$ cat src/inc/wdtc_pkg.sv
// Package with constants and types for the watchdog control block
package wdtc_pkg;
  // ****************************************************************
  // Register map and field layout
  // ****************************************************************
  localparam int          ADDR_W        = 8;
  localparam logic [7:0]  CTRL_ADDR     = 8'h00;
  localparam logic [7:0]  CTRL_RESET    = 8'h00;
  localparam int          BIT_UNLOCK    = 4;
  localparam int          BIT_ON        = 3;
  localparam int          SEL_HI        = 2;
  localparam int          SEL_W         = 3;
  localparam logic [7:0]  RD_ZERO       = 8'h00;
  // ****************************************************************
  // Timing
  // ****************************************************************
  localparam int          UNLOCK_CYCLES = 4;
  localparam logic [2:0]  UNLOCK_LOAD   = 3'h4;
  localparam logic [2:0]  UNLOCK_IDLE   = 3'h0;
  localparam int          WDOG_CNT_W    = 22;
  localparam int          KCYC          = 1024;
  localparam logic [1:0]  SYNC_ZERO     = 2'h0;

  // Watchdog oscillator cycles per timeout code, scaled from units of 1K by KCYC
  function automatic logic [WDOG_CNT_W-1:0] wdtc_limit(input logic [SEL_W-1:0] sel);
    logic [WDOG_CNT_W-1:0] k;
    k = WDOG_CNT_W'(16) << sel;   // 16K doubling per code step
    return WDOG_CNT_W'(k * WDOG_CNT_W'(KCYC));
  endfunction

  // Bus request
  typedef struct packed {
    logic              wr;
    logic              rd;
    logic [ADDR_W-1:0] addr;
    logic [7:0]        wdata;
  } wdtc_bus_type;

  // Protected-write window state
  typedef enum logic [1:0] {
    WDTC_CLOSED = 2'b01,
    WDTC_OPEN   = 2'b10
  } wdtc_win_type;
endpackage

$ cat src/design/wdtc_top.sv
// Watchdog control register, timed unlock and watchdog counter
`timescale 1ns/1ps
module wdtc_top (
  input  wire logic                   clk,
  input  wire logic                   nrst,
  input  wire wdtc_pkg::wdtc_bus_type bus,
  output logic [7:0]                  rdata,
  input  wire logic                   safety_level_fuse,
  input  wire logic                   counter_restart_instr,
  input  wire logic                   wdog_osc,
  output logic                        wdog_reset
);
  import wdtc_pkg::*;

  logic                  on_q;
  logic [SEL_W-1:0]      sel_q;
  logic [2:0]            unlock_cnt_q;
  wdtc_win_type          win_q;
  logic                  level2;
  logic                  wr_ctrl;
  logic                  unlock_open;
  logic                  wr_unlock;
  logic                  eff_on;
  logic [1:0]            osc_sync_q;
  logic                  osc_prev_q;
  logic                  osc_tick;
  logic [WDOG_CNT_W-1:0] cnt_q;
  logic                  expire;

  // ****************************************************************
  // Register access decode
  // ****************************************************************
  assign level2      = safety_level_fuse;
  assign wr_ctrl     = bus.wr && (bus.addr == CTRL_ADDR);
  assign unlock_open = (win_q == WDTC_OPEN);
  assign wr_unlock   = wr_ctrl && bus.wdata[BIT_UNLOCK] && bus.wdata[BIT_ON];
  assign eff_on      = on_q || level2;

  // ****************************************************************
  // Control register state
  // ****************************************************************
  // Unlock window: opened by combined write, closes four cycles later
  always_ff @(posedge clk or negedge nrst) begin
    if (!nrst) begin
      win_q        <= WDTC_CLOSED;
      unlock_cnt_q <= UNLOCK_IDLE;
    end else if (wr_unlock) begin
      win_q        <= WDTC_OPEN;
      unlock_cnt_q <= UNLOCK_LOAD;
    end else if (unlock_open) begin
      unlock_cnt_q <= unlock_cnt_q - 3'h1;
      if (unlock_cnt_q == 3'h1 || wr_ctrl) begin
        win_q <= WDTC_CLOSED;  // Window used or expired
      end
    end
  end

  // Enable bit: set freely, cleared only inside the window at level 1
  always_ff @(posedge clk or negedge nrst) begin
    if (!nrst) begin
      on_q <= CTRL_RESET[BIT_ON];
    end else if (wr_ctrl) begin
      if (bus.wdata[BIT_ON]) begin
        on_q <= 1'b1;
      end else if (unlock_open && !level2) begin
        on_q <= 1'b0;
      end
    end
  end

  // Timeout select: changed only inside the window
  always_ff @(posedge clk or negedge nrst) begin
    if (!nrst) begin
      sel_q <= CTRL_RESET[SEL_HI:0];
    end else if (wr_ctrl && unlock_open && !bus.wdata[BIT_UNLOCK]) begin
      sel_q <= bus.wdata[SEL_HI:0];
    end
  end

  // ****************************************************************
  // Read path
  // ****************************************************************
  // Read data, one cycle after the strobe
  always_ff @(posedge clk or negedge nrst) begin
    if (!nrst) begin
      rdata <= RD_ZERO;
    end else if (bus.rd && bus.addr == CTRL_ADDR) begin
      rdata <= {3'h0, unlock_open, eff_on, sel_q};
    end else begin
      rdata <= RD_ZERO;
    end
  end

  // ****************************************************************
  // Watchdog counter on oscillator ticks
  // ****************************************************************
  // Oscillator is synchronised, then edge-detected on the second stage
  always_ff @(posedge clk or negedge nrst) begin
    if (!nrst) begin
      osc_sync_q <= SYNC_ZERO;
      osc_prev_q <= 1'b0;
    end else begin
      osc_sync_q <= {osc_sync_q[0], wdog_osc};
      osc_prev_q <= osc_sync_q[1];
    end
  end
  assign osc_tick = osc_sync_q[1] && !osc_prev_q;
  assign expire   = eff_on && osc_tick
                    && (cnt_q >= wdtc_limit(sel_q) - 22'h1);

  // Counter restarts on instruction, disable and expiry
  always_ff @(posedge clk or negedge nrst) begin
    if (!nrst) begin
      cnt_q <= '0;
    end else if (!eff_on || counter_restart_instr || expire) begin
      cnt_q <= '0;
    end else if (osc_tick) begin
      cnt_q <= cnt_q + 22'h1;
    end
  end

  // ****************************************************************
  // Chip reset request
  // ****************************************************************
  // One-cycle chip reset pulse
  always_ff @(posedge clk or negedge nrst) begin
    if (!nrst) begin
      wdog_reset <= 1'b0;
    end else begin
      wdog_reset <= expire;
    end
  end

  // ****************************************************************
  // Assertions
  // ****************************************************************
  // Chip reset request never stands for two cycles
  a_pulse_one: assert property (@(posedge clk) disable iff (!nrst)
    wdog_reset |=> !wdog_reset)
    else $error("reset pulse longer than one cycle");
  // A lapse of the period raises the reset request on the next edge
  a_expire_pulse: assert property (@(posedge clk) disable iff (!nrst)
    expire |=> wdog_reset)
    else $error("time-out without reset pulse");
  // A pulse only follows a tick that landed while enabled
  a_pulse_cause: assert property (@(posedge clk) disable iff (!nrst)
    wdog_reset |-> ($past(osc_tick) && $past(eff_on)))
    else $error("reset pulse without an enabled tick");

  // A clear outside the window leaves the enable set
  a_clear_locked: assert property (@(posedge clk) disable iff (!nrst)
    (wr_ctrl && !bus.wdata[BIT_ON] && !unlock_open && on_q) |=> on_q)
    else $error("enable cleared without unlock");
  // A protected clear at level 1 turns the watchdog off
  a_clear_open: assert property (@(posedge clk) disable iff (!nrst)
    (wr_ctrl && unlock_open && !level2 && !bus.wdata[BIT_ON]) |=> !eff_on)
    else $error("protected clear did not disable");
  // Enable bit reads one at level 2
  a_level2_on: assert property (@(posedge clk) disable iff (!nrst)
    (bus.rd && bus.addr == CTRL_ADDR && level2) |=> rdata[BIT_ON])
    else $error("enable reads zero at level 2");
  // At level 2 the counter keeps counting ticks whatever was written
  a_never_off: assert property (@(posedge clk) disable iff (!nrst)
    (level2 && osc_tick && !counter_restart_instr && !expire) |=> cnt_q == $past(cnt_q) + 22'h1)
    else $error("watchdog off at level 2");

  // Window stays open through the fourth edge after the unlock write
  a_window_held: assert property (@(posedge clk) disable iff (!nrst)
    wr_unlock ##1 (!wr_ctrl)[*4] |-> unlock_open)
    else $error("window closed early");
  // Window is shut on the fifth edge
  a_window_len: assert property (@(posedge clk) disable iff (!nrst)
    wr_unlock ##1 (!wr_ctrl)[*4] |=> !unlock_open)
    else $error("window not closed");
  // Combined write opens the window
  a_window_open: assert property (@(posedge clk) disable iff (!nrst)
    wr_unlock |=> unlock_open)
    else $error("window not opened");
  // Combined write also leaves the enable set
  a_unlock_on: assert property (@(posedge clk) disable iff (!nrst)
    wr_unlock |=> on_q)
    else $error("unlock write did not set enable");

  // Writing the enable bit one always enables
  a_enable_set: assert property (@(posedge clk) disable iff (!nrst)
    (wr_ctrl && bus.wdata[BIT_ON]) |=> on_q)
    else $error("enable not set");
  // Restart instruction and disable clear the counter
  a_restart_cnt: assert property (@(posedge clk) disable iff (!nrst)
    (counter_restart_instr || !eff_on) |=> cnt_q == '0)
    else $error("counter not restarted");
  // Select holds while the window is shut
  a_sel_locked: assert property (@(posedge clk) disable iff (!nrst)
    (!unlock_open) |=> $stable(sel_q))
    else $error("select changed while locked");
  // A protected write lands the new select
  a_sel_write: assert property (@(posedge clk) disable iff (!nrst)
    (wr_ctrl && unlock_open && !bus.wdata[BIT_UNLOCK]) |=> sel_q == $past(bus.wdata[SEL_HI:0]))
    else $error("protected select write lost");

  // ****************************************************************
  // Coverage of the main scenarios
  // ****************************************************************
  c_expire: cover property (@(posedge clk) disable iff (!nrst) wdog_reset);
  c_disable: cover property (@(posedge clk) disable iff (!nrst) $fell(on_q));
  c_retime: cover property (@(posedge clk) disable iff (!nrst) !$stable(sel_q));
  c_lapse: cover property (@(posedge clk) disable iff (!nrst)
    $fell(unlock_open) && !$past(wr_ctrl));
  c_level2_expire: cover property (@(posedge clk) disable iff (!nrst) level2 && wdog_reset);
endmodule

$ cat config.mk
export PLATFORM = sky130hd
export DESIGN_NAME = wdtc_top
export DESIGN_NICKNAME = d
export VERILOG_FILES = /design/src/inc/wdtc_pkg.sv /design/src/design/wdtc_top.sv
export SDC_FILE = /design/constraint.sdc
export NUM_CORES = 1
export LEC_CHECK = 0
export BUFFER_PORTS_ARGS = -buffer_cell sky130_fd_sc_hd__buf_2
export CAP_MARGIN = 20
export CORE_UTILIZATION = 63
export CTS_BUF_LIST = sky130_fd_sc_hd__clkbuf_4 sky130_fd_sc_hd__clkbuf_8
export DETAILED_ROUTE_END_ITERATION = 12
export PLACE_DENSITY = 0.95
export SLEW_MARGIN = 20
export SYNTH_ARGS = -nofsm -noshare
export SYNTH_HDL_FRONTEND = slang
export SYNTH_SLANG_ARGS = --single-unit
$ cat constraint.sdc
create_clock -name clk -period 5.9 [get_ports clk]
set_clock_uncertainty 0.1 [all_clocks]
set_input_delay 1.18 -clock clk [delete_from_list [all_inputs] [get_ports clk]]
set_output_delay 1.18 -clock clk [all_outputs]
set_load 0.01 [all_outputs]
==> summary.md <==
| Metric | Value |
|---|---|
| Num CTS Buffers | 5 |
| Drt drc | 0 |
| Fraction of layout cells with a size suffix above 1 | about 17% |
| Largest net degree at the start of global routing | roughly 40 |
| Peak VDD IR | about 0.14 mV |
| Die ar. | ~3600 sq um |
| Later-pin clock latency in the skew report | between 300 and 400 ps |
| Clk slew on worst S/H paths | between 100 and 150 ps |
| Slew HR | a little over two fifths |
| Fin crit share | between 40% and 50% |
| Antenna-violating nets left | 0 |
| Fin nets | 274 |
| Router iterations before antenna repair | 4 |
| Sink Count | 40 |
| # resized after CTS | 0 |
| Most common cell after layout, fill and taps aside | dfrtp_1 |
| Total gr overflow | 0 |
| Worst EP required | ~6100 ps |
| Vias in the first global route | ~1600 |
| CTS H-tree lvls | 2 |
| First-pass GRT wire length | slightly below 7 mm |
| Arr. time, crit path | about 2800 ps |
| Most frequent cells in the layout | dfrtp_1 (39), nor2_1 (30), buf_2 (25) |
| Vias | about 1600 |
| Wirelength, routed | 3.92 mm |
| Total GRT Usage | roughly 26% |
| Fmax | 0.387 GHz |
| Mean Syn Cell Area | just under 10 sq um |
| Initial Utilization | between 60 and 70% |
| Routability cong. | a little under 0.8 |
| Final setup vio count | 0 |
| I/O Pins | 32 |
| Setup tns final | 0 ps |
| Die width | around 60 um |
| Clock Path Buffers | 2 |
| Pleak | 0.00107 uW |
| Min cycle time layout | approximately 2600 ps |
| Hold Path Class | reg -> reg |
| WL/cell | ~14 um |
| Run status | complete, no violations |
| Ys Warns | 0 |
| Power Density | just over 200 nW/um^2 |
| CP max FO | 20 |
| Layout area overhead | 9.44% |
| Initial antenna violation count | 0 |
| Slew @ Worst Pin | between 800 and 900 ps |
| Register area share after synthesis | between 40% and 50% |
| Diodes inserted | 0 |
| Final Hold Viols | 0 |
| WS Path Type | reg -> reg |
| DP Wirelength | about 2.9 mm |
| Core Rows | 20 |
| Root buf cell | clkbuf_4 |
| Max Transition Viols Final | 0 |
| #FFs+latches synth | 40 |
| Netlist Area Pre-Place | between 2000 and 2500 sq um |
| Synth cell types | 40 |
| Synth Instances | around 210 |
| Max_cap viols | 0 |
| Core ar. | between 3000 and 4000 sq um |
| CP Capture Type | flip-flop |
| Hold_buf cts | 0 |
| RSZ-0062 raised after global routing | false |
| Initial DRC count | between 80 and 90 |
| CTS tree | yes |
| Setup bufs post-CTS | 0 |
| Die height | around 60 um |
| PortBufs | 25 |
| Via density | 5.63 |
| Total power draw | approximately 470 uW |
| CP startpoint kind | flip-flop |
per-stage QoR:
stage | setup WS (ps) | utilization [%] | std cells | instance area (sq um) | hold slack [ps]
floorplan | 3340 | - | 214 | 2110 | 231
global placement | 3120 | 72.3 | 277 | 2240 | 235
detailed placement | 3060 | 72.3 | 277 | 2240 | 238
CTS | 3350 | 74.3 | 285 | 2310 | 270
global route | 3140 | 74.3 | 285 | 2310 | 292
finish | 3310 | 74.3 | 285 | 2310 | 268
cells in the mapped netlist:
master | number | area (sq um)
dfrtp_1 | 39 | 976
nor2_1 | 30 | 113
xnor2_1 | 17 | 149
nand2_1 | 16 | 60.1
ha_1 | 11 | 138
nand3_1 | 11 | 55.1
inv_1 | 8 | 30.0
a21oi_1 | 7 | 35.0
nor3_1 | 7 | 35.0
nor4_1 | 6 | 37.5
and3_1 | 5 | 31.3
o21ai_0 | 5 | 25.0
nand4_1 | 4 | 25.0
a21o_1 | 3 | 22.5
and4_1 | 3 | 26.3
buf_4 | 3 | 22.5
mux2_2 | 3 | 33.8
nor2b_1 | 3 | 18.8
xor2_1 | 3 | 26.3
and2_1 | 2 | 12.5
buf_6 | 2 | 22.5
conb_1 | 2 | 7.51
nand2b_1 | 2 | 12.5
o211ai_1 | 2 | 15.0
o31ai_1 | 2 | 15.0
or3_1 | 2 | 12.5
a211oi_1 | 1 | 7.51
a221o_1 | 1 | 10.0
a2bb2oi_1 | 1 | 8.76
a41o_1 | 1 | 10.0
and4_4 | 1 | 11.3
buf_2 | 1 | 5.00
dfstp_2 | 1 | 26.3
nand3_2 | 1 | 10.0
nand4_4 | 1 | 21.3
o2111ai_1 | 1 | 8.76
o21ai_1 | 1 | 5.00
o21bai_1 | 1 | 7.51
or4_1 | 1 | 7.51
or4_4 | 1 | 11.3
sequential cells by signal, indices dropped and copies added (netlist names):
register	cells
cnt_q	22
on_q	1
osc_prev_q	1
osc_sync_q	2
rdata	5
sel_q	3
unlock_cnt_q	3
wdog_reset	1
win_q	2
routing by layer:
| layer | global-route usage (%) | wire [um] | vias up |
|---|---|---|---|
| met4 | 10.6 | 78 | 0 |
| met1 | 32.5 | 1730 | 765 |
| met5 | 0 | 0 | - |
| met3 | 5.63 | 145 | 10 |
| met2 | 43.5 | 1970 | 36 |
| li1 | - | - | 794 |
cell type report:
class,instances,area (sq um)
Fill cell,225,797
Timing Repair Buffer,25,125
Tap cell,44,55.1
Multi-Input combinational cell,160,1030
Clock buffer,6,51.3
Inverter,8,30.0
Sequential cell,40,1000
Clock inverter,2,10.0
power by group:
part	internal (uW)	switching (uW)	total, uW
Clock	56.8	87.8	145
Combinational	15.1	22.8	37.8
Sequential	282	5.91	288
critical path: stages (launching register included):
cell	delay (ps)
dfrtp_1	500
nand3_1	130
ha_1	280
and2_1	170
a221o_1	310
a2bb2oi_1	320
nand3_2	420
a21oi_1	260
logic make-up after synthesis:
family / count (synthesis) / share of synthesized area (%)
simple gates: 96 / 23.8
buf+inv: 14 / 3.80
flops: 40 / 47.6
fa+ha+maj: 11 / 6.53
other cells: 2 / 0.356
xor+xnor: 20 / 8.31
mux: 3 / 1.60
compound gates: 26 / 8.08
worst paths after layout:
check / startpoint / end / slack (ps) / cells after the start
hold / removal: osc_sync_q[0] / osc_sync_q[1] / 270 / 0
hold reg to reg: osc_sync_q[0] / osc_sync_q[1] / 270 / 0
max in group asynchronous: nrst / cnt_q[11] / 4330 / 1
min in group asynchronous: nrst / win_q[1] / 830 / 1
setup / recovery: sel_q[1] / cnt_q[4] / 3310 / 7
setup reg to reg: sel_q[1] / cnt_q[4] / 3310 / 7
Note: power is estimated with default switching activity, not from simulation.
